$ cat src/pkg/mdsc_pkg.sv
// constants and types shared by the motor driver status and control register bank
package mdsc_pkg;
  // register access port widths
  localparam int ADDR_W = 5;
  localparam int DATA_W = 8;
  // register offsets
  localparam logic [4:0] OFS_FAULT_SUMMARY = 5'h00;
  localparam logic [4:0] OFS_DIAGNOSTIC_DETAIL = 5'h01;
  localparam logic [4:0] OFS_DRIVE_CONFIG_ONE = 5'h02;
  localparam logic [4:0] OFS_PROTECTION_CONFIG = 5'h03;
  localparam logic [4:0] OFS_OUTPUT_CONTROL = 5'h04;
  localparam logic [4:0] OFS_LOAD_CHECK_CONFIG = 5'h05;
  // values after reset
  localparam logic [7:0] RST_DRIVE_CONFIG_ONE = 8'h51;
  localparam logic [7:0] RST_PROTECTION_CONFIG = 8'h0C;
  localparam logic [7:0] RST_OUTPUT_CONTROL = 8'h40;
  localparam logic [7:0] RST_LOAD_CHECK_CONFIG = 8'h00;
  localparam logic [7:0] RST_STATUS = 8'h00;
  // drive_config_one field positions
  localparam int OFF_TIME_HI = 7;
  localparam int OFF_TIME_LO = 6;
  localparam int INPUT_SRC_BIT = 5;
  localparam int SLEW_HI = 4;
  localparam int SLEW_LO = 2;
  localparam int MODE_HI = 1;
  localparam int MODE_LO = 0;
  // protection_config field positions
  localparam int REG_REPORT_BIT = 7;
  localparam int OTW_REPORT_BIT = 5;
  localparam int PUMP_UV_DIS_BIT = 4;
  // output_control field positions and lock codes
  localparam int CLEAR_BIT = 7;
  localparam int LOCK_HI = 6;
  localparam int LOCK_LO = 4;
  localparam logic [2:0] LOCK_CODE = 3'h3;
  localparam logic [2:0] UNLOCK_CODE = 3'h4;
  // fault_summary bit positions
  localparam int FS_GLOBAL = 6;
  localparam int FS_OTW = 5;
  localparam int FS_SUPPLY_UNDERVOLTAGE = 4;
  localparam int FS_PUMP_UNDERVOLTAGE = 3;
  localparam int FS_OCP = 2;
  localparam int FS_TSD = 1;
  localparam int FS_OLD = 0;
  // condition vector positions
  localparam int NFLAGS = 12;
  localparam int FL_OTW = 0;
  localparam int FL_SUPPLY_UNDERVOLTAGE = 1;
  localparam int FL_PUMP_UNDERVOLTAGE = 2;
  localparam int FL_TSD = 3;
  localparam int FL_OL1 = 4;
  localparam int FL_OL2 = 5;
  localparam int FL_OCH1 = 6;
  localparam int FL_OCL1 = 7;
  localparam int FL_OCH2 = 8;
  localparam int FL_OCL2 = 9;
  localparam int FL_REG1 = 10;
  localparam int FL_REG2 = 11;
  // sticky conditions; current regulation stays live
  localparam logic [11:0] STICKY_MASK = 12'h3FF;
  localparam logic [11:0] FLAGS_RST = 12'h000;
  // bridge control modes
  typedef enum logic [1:0] {
    MDSC_PH_EN = 2'b00,
    MDSC_PWM = 2'b01,
    MDSC_HALF_BRIDGE = 2'b10,
    MDSC_HIZ = 2'b11
  } mdsc_mode_e;
endpackage : mdsc_pkg

$ cat src/pkg/mdsc_flag_if.sv
// condition flags passing between the register bank and its latch
`timescale 1ns/1ps
interface mdsc_flag_if;
  logic [mdsc_pkg::NFLAGS-1:0] raw;
  logic [mdsc_pkg::NFLAGS-1:0] flags;
  logic clear;
  modport latch (input raw, input clear, output flags);
  modport bank (output raw, output clear, input flags);
endinterface : mdsc_flag_if

$ cat src/rtl/mdsc_fault_latch.sv
// synchronises raw condition inputs and holds the sticky ones until cleared
`timescale 1ns/1ps
module mdsc_fault_latch #(
  parameter int N = mdsc_pkg::NFLAGS,
  parameter logic [11:0] STICKY = mdsc_pkg::STICKY_MASK
) (
  input wire logic clk_sys,
  input wire logic resetn,
  mdsc_flag_if.latch fl
);
  logic [N-1:0] sync_a;
  logic [N-1:0] sync_b;
  logic [N-1:0] held;
  logic [N-1:0] next_held;

  // the first stage feeds only the second, conditions come from analog logic
  always_ff @(posedge clk_sys or negedge resetn) begin
    if (!resetn) begin
      sync_a <= '0;
      sync_b <= '0;
    end else begin
      sync_a <= fl.raw;
      sync_b <= sync_a;
    end
  end

  // per bit: a new event wins over a clear arriving in the same cycle
  for (genvar i = 0; i < N; i++) begin : g_bit
    always_comb begin
      if (STICKY[i]) begin
        next_held[i] = sync_b[i] | (held[i] & ~fl.clear); // RULE10
      end else begin
        next_held[i] = sync_b[i]; // RULE4
      end
    end
  end

  // flag register
  always_ff @(posedge clk_sys or negedge resetn) begin
    if (!resetn) begin
      held <= mdsc_pkg::FLAGS_RST; // RULE11
    end else begin
      held <= next_held;
    end
  end

  assign fl.flags = held;
endmodule : mdsc_fault_latch

$ cat src/rtl/mdsc_regs.sv
// status and control register bank of the h-bridge motor driver
//
// Functional notes
// RULE1 - host writes to the two status registers change nothing.
// RULE2 - fault_summary holds global fault in bit 6 as inverse of fault_pin_n, then warning and fault flags.
// RULE3 - diagnostic_detail bits 7 and 6 flag open load on half bridge one and two.
// RULE4 - diagnostic_detail bits 5 and 4 read 1 only while output one or two is in current regulation.
// RULE5 - diagnostic_detail bits 3 to 0 flag overcurrent per transistor, high then low side, bridge one first.
// RULE6 - the host modifies no address outside 0x00 to 0x05.
// RULE7 - the four configuration registers at 0x02 to 0x05 keep written values and read them back; 0x02 ignores writes while locked, 0x04 bit 7 reads 0.
// RULE8 - drive_config_one holds off time, input source, slew rate and bridge mode with their defaults.
// RULE9 - bridge mode selects phase/enable, pwm, independent half bridges or inputs off with bridge hi-z.
// RULE10 - writing 1 to clear_faults clears the fault flags and the bit falls back to 0 by itself.
// RULE11 - every status bit, reserved bit 7 included, reads 0 after reset until a condition is seen.
`timescale 1ns/1ps
module mdsc_regs (
  input wire logic clk_sys,
  input wire logic resetn,
  input wire logic reg_req,
  input wire logic reg_wr,
  input wire logic [4:0] reg_addr,
  input wire logic [7:0] reg_wdata,
  output logic [7:0] reg_rdata,
  output logic reg_rvalid,
  input wire logic overtemp_warning,
  input wire logic supply_undervoltage,
  input wire logic pump_undervoltage,
  input wire logic thermal_shutdown,
  input wire logic open_load_bridge_one,
  input wire logic open_load_bridge_two,
  input wire logic overcurrent_high_one,
  input wire logic overcurrent_low_one,
  input wire logic overcurrent_high_two,
  input wire logic overcurrent_low_two,
  input wire logic regulating_out_one,
  input wire logic regulating_out_two,
  output logic fault_pin_n,
  output logic clear_faults,
  output logic [1:0] off_time_sel,
  output logic input_from_regs,
  output logic [2:0] slew_rate_sel,
  output mdsc_pkg::mdsc_mode_e bridge_mode,
  output logic bridge_hiz,
  output logic [7:0] protection_cfg,
  output logic [7:0] output_cfg,
  output logic [7:0] load_check_cfg
);
  mdsc_flag_if fl ();

  logic [7:0] drive_config_one;
  logic [7:0] protection_config;
  logic [7:0] output_control;
  logic [7:0] load_check_config;
  logic [7:0] next_drive_config_one;
  logic [7:0] next_protection_config;
  logic [7:0] next_output_control;
  logic [7:0] next_load_check_config;
  logic next_clear_faults;
  logic [7:0] next_reg_rdata;
  logic next_reg_rvalid;
  logic next_fault_pin_n;
  logic [7:0] fault_summary;
  logic [7:0] diagnostic_detail;
  logic overcurrent_flag;
  logic open_load_flag;
  logic fault_any;
  logic wr_hit;
  logic locked;
  logic [11:0] f;

  // gather raw conditions for the latch
  assign fl.raw = {regulating_out_two, regulating_out_one,
                   overcurrent_low_two, overcurrent_high_two,
                   overcurrent_low_one, overcurrent_high_one,
                   open_load_bridge_two, open_load_bridge_one,
                   thermal_shutdown, pump_undervoltage,
                   supply_undervoltage, overtemp_warning};
  assign fl.clear = clear_faults;
  assign f = fl.flags;

  mdsc_fault_latch u_latch (
    .clk_sys(clk_sys),
    .resetn(resetn),
    .fl(fl)
  );

  // summary flags built from the per-transistor and per-bridge detail
  assign overcurrent_flag = |f[mdsc_pkg::FL_OCL2:mdsc_pkg::FL_OCH1];
  assign open_load_flag = f[mdsc_pkg::FL_OL1] | f[mdsc_pkg::FL_OL2];

  // warnings and regulation reach the fault pin only when reporting is on
  always_comb begin
    fault_any = f[mdsc_pkg::FL_SUPPLY_UNDERVOLTAGE] | f[mdsc_pkg::FL_TSD] | overcurrent_flag | open_load_flag;
    if (!protection_config[mdsc_pkg::PUMP_UV_DIS_BIT]) begin
      fault_any = fault_any | f[mdsc_pkg::FL_PUMP_UNDERVOLTAGE];
    end
    if (protection_config[mdsc_pkg::OTW_REPORT_BIT]) begin
      fault_any = fault_any | f[mdsc_pkg::FL_OTW];
    end
    if (protection_config[mdsc_pkg::REG_REPORT_BIT]) begin
      fault_any = fault_any | f[mdsc_pkg::FL_REG1] | f[mdsc_pkg::FL_REG2];
    end
    next_fault_pin_n = ~fault_any;
  end

  // status images; reserved bit 7 stays zero
  always_comb begin
    fault_summary = mdsc_pkg::RST_STATUS; // RULE11
    fault_summary[mdsc_pkg::FS_GLOBAL] = ~fault_pin_n; // RULE2
    fault_summary[mdsc_pkg::FS_OTW] = f[mdsc_pkg::FL_OTW]; // RULE2
    fault_summary[mdsc_pkg::FS_SUPPLY_UNDERVOLTAGE] = f[mdsc_pkg::FL_SUPPLY_UNDERVOLTAGE];
    fault_summary[mdsc_pkg::FS_PUMP_UNDERVOLTAGE] = f[mdsc_pkg::FL_PUMP_UNDERVOLTAGE];
    fault_summary[mdsc_pkg::FS_OCP] = overcurrent_flag;
    fault_summary[mdsc_pkg::FS_TSD] = f[mdsc_pkg::FL_TSD];
    fault_summary[mdsc_pkg::FS_OLD] = open_load_flag;
    diagnostic_detail = {f[mdsc_pkg::FL_OL1], f[mdsc_pkg::FL_OL2], // RULE3
                         f[mdsc_pkg::FL_REG1], f[mdsc_pkg::FL_REG2], // RULE4
                         f[mdsc_pkg::FL_OCH1], f[mdsc_pkg::FL_OCL1], // RULE5
                         f[mdsc_pkg::FL_OCH2], f[mdsc_pkg::FL_OCL2]};
  end

  // a lock code in output_control freezes drive_config_one
  assign locked = (output_control[mdsc_pkg::LOCK_HI:mdsc_pkg::LOCK_LO] == mdsc_pkg::LOCK_CODE);
  assign wr_hit = reg_req & reg_wr;

  // register writes; status offsets and unmapped offsets fall through untouched
  always_comb begin
    next_drive_config_one = drive_config_one;
    next_protection_config = protection_config;
    next_output_control = output_control;
    next_load_check_config = load_check_config;
    next_clear_faults = 1'b0;
    if (wr_hit) begin
      unique case (reg_addr)
        mdsc_pkg::OFS_DRIVE_CONFIG_ONE: begin
          if (!locked) begin
            next_drive_config_one = reg_wdata; // RULE7
          end
        end
        mdsc_pkg::OFS_PROTECTION_CONFIG: begin
          next_protection_config = reg_wdata; // RULE7
        end
        mdsc_pkg::OFS_OUTPUT_CONTROL: begin
          // clear bit is a strobe only, never stored
          next_output_control = reg_wdata;
          next_output_control[mdsc_pkg::CLEAR_BIT] = 1'b0; // RULE10
          next_clear_faults = reg_wdata[mdsc_pkg::CLEAR_BIT]; // RULE10
        end
        mdsc_pkg::OFS_LOAD_CHECK_CONFIG: begin
          next_load_check_config = reg_wdata; // RULE7
        end
        default: begin
          // status and reserved offsets ignore writes
          next_drive_config_one = drive_config_one; // RULE1
        end
      endcase
    end
  end

  // answer every access with the content held before the access
  always_comb begin
    next_reg_rvalid = reg_req;
    next_reg_rdata = reg_rdata;
    if (reg_req) begin
      unique case (reg_addr)
        mdsc_pkg::OFS_FAULT_SUMMARY: next_reg_rdata = fault_summary;
        mdsc_pkg::OFS_DIAGNOSTIC_DETAIL: next_reg_rdata = diagnostic_detail;
        mdsc_pkg::OFS_DRIVE_CONFIG_ONE: next_reg_rdata = drive_config_one;
        mdsc_pkg::OFS_PROTECTION_CONFIG: next_reg_rdata = protection_config;
        mdsc_pkg::OFS_OUTPUT_CONTROL: next_reg_rdata = output_control;
        mdsc_pkg::OFS_LOAD_CHECK_CONFIG: next_reg_rdata = load_check_config;
        default: next_reg_rdata = 8'h00; // RULE6
      endcase
    end
  end

  // state registers
  always_ff @(posedge clk_sys or negedge resetn) begin
    if (!resetn) begin
      drive_config_one <= mdsc_pkg::RST_DRIVE_CONFIG_ONE; // RULE8
      protection_config <= mdsc_pkg::RST_PROTECTION_CONFIG;
      output_control <= mdsc_pkg::RST_OUTPUT_CONTROL;
      load_check_config <= mdsc_pkg::RST_LOAD_CHECK_CONFIG;
      clear_faults <= 1'b0;
      reg_rdata <= 8'h00;
      reg_rvalid <= 1'b0;
      fault_pin_n <= 1'b1;
    end else begin
      drive_config_one <= next_drive_config_one;
      protection_config <= next_protection_config;
      output_control <= next_output_control;
      load_check_config <= next_load_check_config;
      clear_faults <= next_clear_faults;
      reg_rdata <= next_reg_rdata;
      reg_rvalid <= next_reg_rvalid;
      fault_pin_n <= next_fault_pin_n;
    end
  end

  // decoded drive fields
  always_comb begin
    off_time_sel = drive_config_one[mdsc_pkg::OFF_TIME_HI:mdsc_pkg::OFF_TIME_LO]; // RULE8
    input_from_regs = drive_config_one[mdsc_pkg::INPUT_SRC_BIT];
    slew_rate_sel = drive_config_one[mdsc_pkg::SLEW_HI:mdsc_pkg::SLEW_LO];
    bridge_mode = mdsc_pkg::mdsc_mode_e'(drive_config_one[mdsc_pkg::MODE_HI:mdsc_pkg::MODE_LO]); // RULE9
    bridge_hiz = (bridge_mode == mdsc_pkg::MDSC_HIZ); // RULE9
    protection_cfg = protection_config;
    output_cfg = output_control;
    load_check_cfg = load_check_config;
  end
endmodule : mdsc_regs

$ cat config.mk
export PLATFORM = sky130hd
export DESIGN_NAME = mdsc_regs
export DESIGN_NICKNAME = d
export VERILOG_FILES = /design/src/pkg/mdsc_pkg.sv /design/src/pkg/mdsc_flag_if.sv /design/src/rtl/mdsc_fault_latch.sv /design/src/rtl/mdsc_regs.sv
export SDC_FILE = /design/constraint.sdc
export NUM_CORES = 1
export LEC_CHECK = 0
export ABC_CLOCK_PERIOD_IN_PS = 2260
export BUFFER_PORTS_ARGS = -buffer_cell sky130_fd_sc_hd__buf_2
export CAP_MARGIN = 20
export CORE_UTILIZATION = 45
export DETAILED_ROUTE_END_ITERATION = 16
export PLACE_DENSITY = 0.68
export SLEW_MARGIN = 20
export SYNTH_ARGS = -nofsm -noshare
export SYNTH_HDL_FRONTEND = slang
export SYNTH_SLANG_ARGS = --single-unit
$ cat constraint.sdc
create_clock -name clk_sys -period 2.26 [get_ports clk_sys]
set_input_delay 0.339 -clock clk_sys [delete_from_list [all_inputs] [get_ports clk_sys]]
set_output_delay 0.339 -clock clk_sys [all_outputs]
set_load 0.03 [all_outputs]
Word level (Yosys, flattened, before mapping)
Index checks and enable logic that the tools add are counted.
{ "word_totals": {"register_bits": 78, "in_bits": 29, "out_inout_bits": 44, "wordCells": 63} }
{ "op_classes": {"n_eq_ne": 7, "n_mux": 6, "bitwise_logic": 33, "reduce_logical": 6} }
{ "ops": {"columns": ["cell", "count"], "rows": [
  ["$pmux 8 s6", 1],
  ["$or 1x1->1", 18],
  ["$and 1x1->1", 11],
  ["$eq 5x2->1 const B", 2],
  ["$eq 5x3->1 const B", 2],
  ["$reduce_and 2->1", 3],
  ["$eq 5x1->1 const B", 1],
  ["$logic_not 5->1", 1],
  ["$mux 1", 5],
  ["$not 1->1", 4],
  ["$reduce_or 4->1", 1],
  ["$eq 3x2->1 const B", 1],
  ["$reduce_and 3->1", 1],
  ["$eq 2x2->1 const B", 1]
]} }

Longest topological paths before layout
{ "logic_depth": {"ltp_word": 11, "ltp_mapped": 6, "mapped_depth_nobuf": 4} }

By module
A second synthesis with hierarchy kept.
{ "hier_totals": {"hier_cells": 203, "hier_area_um2": 3111.7} }
{ "modules_own_cells": {"columns": ["mod", "instances", "cells_per_inst", "area_each_um2", "seq_area_each_um2"], "rows": [
  ["mdsc_regs", 1, 156, 2132.0, 1059.8],
  ["mdsc_fault_latch", 1, 47, 979.7, 900.9]
]} }

Worst setup path after synthesis
Ideal clock, no wire load.
{ "synth_path": {"path_type": "input port to flip-flop", "start": "input port reg_addr[4]", "end": "register output_control[0] (netlist: output_cfg[0])", "setup_time_ns": 0.125, "arrival_ns": 1.558, "required_ns": 2.135, "slack_ns": 0.577, "cell_stages": 5, "cell_sequence": "buf_4 nor4_1 and4_1 buf_6 mux2_2"} }
{ "synth_between": {"elab_chain_len": 2} }
{ "synth_lines": {"columns": ["item", "line", "text"], "rows": [
  ["from (decl)", "mdsc_regs.sv:21", "input wire logic [4:0] reg_addr,"],
  ["$eq 5x3->1", "mdsc_regs.sv:134", "unique case (reg_addr)"],
  ["$reduce_and 2->1 (no source line)", null, null],
  ["to (signal assigned)", "mdsc_regs.sv:182", "output_control <= mdsc_pkg::RST_OUTPUT_CONTROL;"],
  ["to (signal assigned)", "mdsc_regs.sv:191", "output_control <= next_output_control;"],
  ["to (decl)", "mdsc_regs.sv:52", "logic [7:0] output_control;"]
]} }
Every way passes these cells.
A chain may end at the register's enable or synchronous reset.

Worst setup path after layout
{ "layout_path": {"start": "register drive_config_one[0]", "end": "output port bridge_hiz"} }
{ "layout_between": {"elab_chain_len": 1} }
{ "layout_lines": {"columns": ["item", "line", "text"], "rows": [
  ["from (decl)", "mdsc_regs.sv:50", "logic [7:0] drive_config_one;"],
  ["from (signal assigned)", "mdsc_regs.sv:180", "drive_config_one <= mdsc_pkg::RST_DRIVE_CONFIG_ONE;"],
  ["from (signal assigned)", "mdsc_regs.sv:189", "drive_config_one <= next_drive_config_one;"],
  ["$eq 2x2->1", "mdsc_regs.sv:206", "bridge_hiz = (bridge_mode == mdsc_pkg::MDSC_HIZ);"],
  ["to (decl)", "mdsc_regs.sv:43", "output logic bridge_hiz,"]
]} }
Every way passes these cells.

==> flow_results.org <==
** Critical path
- Setup crit start :: drive_config_one[0]
- Grouping stages by cell kind, the critical path spends the most delay in flip-flops.
- The largest individual stage delay along the critical path comes from the cell dfstp_2.
- The worst setup path is launched from a flop.
- Critical path capture point type :: output port
- The startpoint identified for the worst register-to-register timing path is output_cfg[2].
- The critical path goes through and2_1 -> buf_2.
- Data on the critical path arrives at its endpoint at 1.27 ns.
- Together, buffers and inverters on the worst path number 1.
- Critical Path Fanout Max :: 4
- Biggest cell delay along the critical path :: 0.57 ns
- Worst endpoint required time :: 1.92 ns
- Type of the setup path with the least slack :: reg -> out

** Drt
- Summing over every cut layer, the via total after detailed routing is 2185.
- In the routed design, unresolved DRC markers number 0.
- Final routed wire length divided by cell count :: 17.8 um
- After the first detailed-routing iteration, the DRC count stood at 144.
- For this block, the routed nets add up to 7100 um of wire.
- Using the TritonRoute via totals, the vias-per-cell ratio works out to 5.46.
- In this run the remaining antenna-violating nets after routing total 0.
- Number of iterations in the first detailed-routing pass :: 4

** Yosys
- Counting flops with an async set or reset pin after synthesis yields a share of 100%.
- Share of the yosys chip area belonging to registers :: 61.4%
- After Yosys synthesis, XOR and XNOR cells account for 0% of the synthesized area.
- Post-synthesis mux area share :: 14.8%
- After synthesis, the largest family of logic cells by area is multiplexers.
- Average instance area after synthesis :: 14.1 um2
- Post-synthesis cell type count :: 47
- FF+latch count, synth :: 78
- The mapped netlist covers 3190 um2.
- Simple-Gate Fraction of Synth Area :: 8.93%
- For this run, the leading register cell type out of synthesis is dfrtp_1.
- Summing the areas of all fa, ha and maj instances in the mapped netlist gives 0% of the synthesized area.
- Number of flops mapped to enable cells by yosys :: 0
- The synthesized netlist devotes 10.4% of its cell area to compound gates.
- Synth warnings :: 0
- Number of instances in the synthesized netlist :: 226
- The number of nets handed over by synthesis was 255.

** CTS
- After clock tree synthesis, the clock-pin slew on the worst setup and hold paths is 0.08 ns.
- Hold bufs inserted after CTS :: 1
- In this run the post-CTS setup repair buffer count came out at 0.
- TritonCTS built the clock tree.
- Cts bufs inserted :: 9
- CTS H-Tree Depth :: 3
- CTS root buf :: clkbuf_8
- The clock net in this run drives a total of 78 sinks.
- Maximum buffer depth of the clock tree :: 2
- Once the clock tree was built, the resizer swapped 0 gates to a different size.
- Clock latency reported for the late side of the worst-skew pair :: 0.35 ns

** GRT
- The initial antenna violation count was 0.
- Entering global routing, the biggest net connects 44 pins.
- Global routing finished with a remaining overflow of 0.
- The first global-routing pass estimated 11600 um of wire.
- The number of global-route vias before repair is 2221.
- Overall track demand over capacity in global routing :: 21.4%

** STA
- Crit share post-route :: 71.4%
- Unrepaired setup endpoints after global routing :: false
- The final max-slew violation count came to 0.
- Timing would allow up to 620 MHz.
- For the pin with the worst max-slew slack, the measured transition is 0.531 ns.
- Post-Route Skew :: 0.0111 ns
- After routing, the total negative slack on setup checks comes to 0 ns.
- Worst rel slew slack :: 64.3%
- Final number of hold-violating endpoints :: 0
- The smallest clock period supported by the final layout is computed as 1.61 ns.
- Setup-violating endpoint count in the final report :: 0

** Power and ir drop
- Power Dens Cells :: 823 nW/um2
- Total leakage power :: 1.80 nW
- Peak supply drop :: 502 uV

** Status
- The run finished with clean final reports.

** Hold path
- Startpoint of the tightest hold check path :: supply_undervoltage
- Path type of the worst min-delay path :: in -> reg

** Layout
- Ant. Diodes :: 0
- Registers take 1960 um2.
- For this run, the share of the core covered by cells in the final layout is 55.7%.
- The finished cells cover 3800 um2.
- Share of final-layout standard cells stronger than drive strength 1 :: 46.1%
- Counting the fill cells in the layout gives 602.
- The library cells used most frequently in the layout, excluding fill and tap cells, are 71 x dfrtp_1, 70 x buf_2, 33 x mux2_2.
- The library cell used most frequently in the layout, excluding fill and tap cells, is dfrtp_1.
- Multi-input gate area :: 1090 um2
- Total number of nets in the final design :: 328
- Layout overhead on the synthesized area :: 19.1%

** Die
- Number of placement rows :: 30
- IO Count :: 73
- Width of the die :: 86.3 um
- The initial utilization of the core area, before any placement, comes to 46.8%.
- The floorplan step defined a die boundary enclosing 7440 um2.
- Core ar. :: 6830 um2
- The die is 86.3 um tall.

** Placement
- IO Port Bufs :: 71
- Instance area after placement :: 3590 um2
- GPL Wtd Cong :: 0.860
- After legalization and detailed placement, the total HPWL measured 5220 um.

** Flow run
- Across the run, the number of max-cap violations was 0.
[logic make-up (layout without fill, tap and decap cells)]
kind of cell           count (synthesis)  after routing
other                                  1              1
buffers and inverters                 21             99
DFF                                   78             78
AOI/OAI and AO/OA                     41             41
and+or+nand+nor                       42             42
muxes                                 43             43
[layer usage]
layer / share of wire [%] / vias up / wire length, um / global-route usage, %
met1: 43 / 1111 / 3040 / 27.7
met2: 50 / 88 / 3530 / 33.9
met3: 5.7 / 15 / 403 / 4.29
met4: 1.8 / 0 / 127 / 11.8
li1: - / 971 / - / -
met5: 0 / - / 0 / 0
[Yosys cell counts (all sizes together) (2+ instances only)]
cell type | instances | area, um2
dfstp | 7 | 184
a21o | 10 | 75.1
a211oi | 3 | 22.5
o22ai | 4 | 25.0
nand3b | 4 | 30.0
inv | 6 | 22.5
and3b | 2 | 17.5
o21ai | 3 | 15.0
a221oi | 2 | 17.5
nor2 | 8 | 46.3
nand3 | 2 | 10.0
or3 | 2 | 12.5
nand2 | 5 | 18.8
mux2 | 34 | 383
clkbuf | 2 | 10.0
o2bb2ai | 4 | 35.0
mux2i | 9 | 90.1
and3 | 5 | 32.5
dfrtp | 71 | 1780
a32oi | 2 | 17.5
or4b | 5 | 57.6
a21oi | 5 | 25.0
and2 | 2 | 12.5
buf | 12 | 103
nor4 | 3 | 18.8
[final timing paths]
check	cells past startpoint	slack, ns	to
max	2	0.65	bridge_hiz
max in group asynchronous	3	1.08	protection_cfg[3]
min reg2reg	0	0.35	u_latch.sync_b[10]
min in group asynchronous	2	0.50	load_check_cfg[4]
min	1	0.09	u_latch.sync_a[1]
max reg2reg	4	0.79	reg_rdata[2]
[cell type report]
type / instances / share of cell area (%)
flip-flops and latches: 78 / 51.5
multi-input cells: 127 / 28.8
clock inverters: 7 / 2.11
inverters: 7 / 0.691
well taps: 96 / 3.16
repair buffers: 76 / 10.5
clock buffers: 9 / 3.26
[flip-flops by register name, summed over array words and instances (netlist names), 7 cells and up]
register	count
protection_cfg	8
u_latch.sync_b	12
drive_config_one	8
u_latch.sync_a	12
reg_rdata	8
output_cfg	7
u_latch.fl.flags	12
load_check_cfg	8
[through the flow]
stage	total power, mW	cells	setup slack (ns)	hold WS (ns)
CTS	3.16	400	0.634	0.0708
finish	3.13	400	0.647	0.0881
floorplan	1.91	226	0.577	0.0434
detailed placement	2.10	383	0.347	0.335
global route	3.26	400	0.590	0.0650
global placement	2.09	383	0.385	0.331
[power by group]
part	internal [mW]	switching, mW	total [mW]
Clock	0.523	0.538	1.06
Sequential	1.51	0.0870	1.59
Combinational	0.165	0.309	0.474
Total	2.20	0.933	3.13
Note: power is estimated with default switching activity, not from simulation.
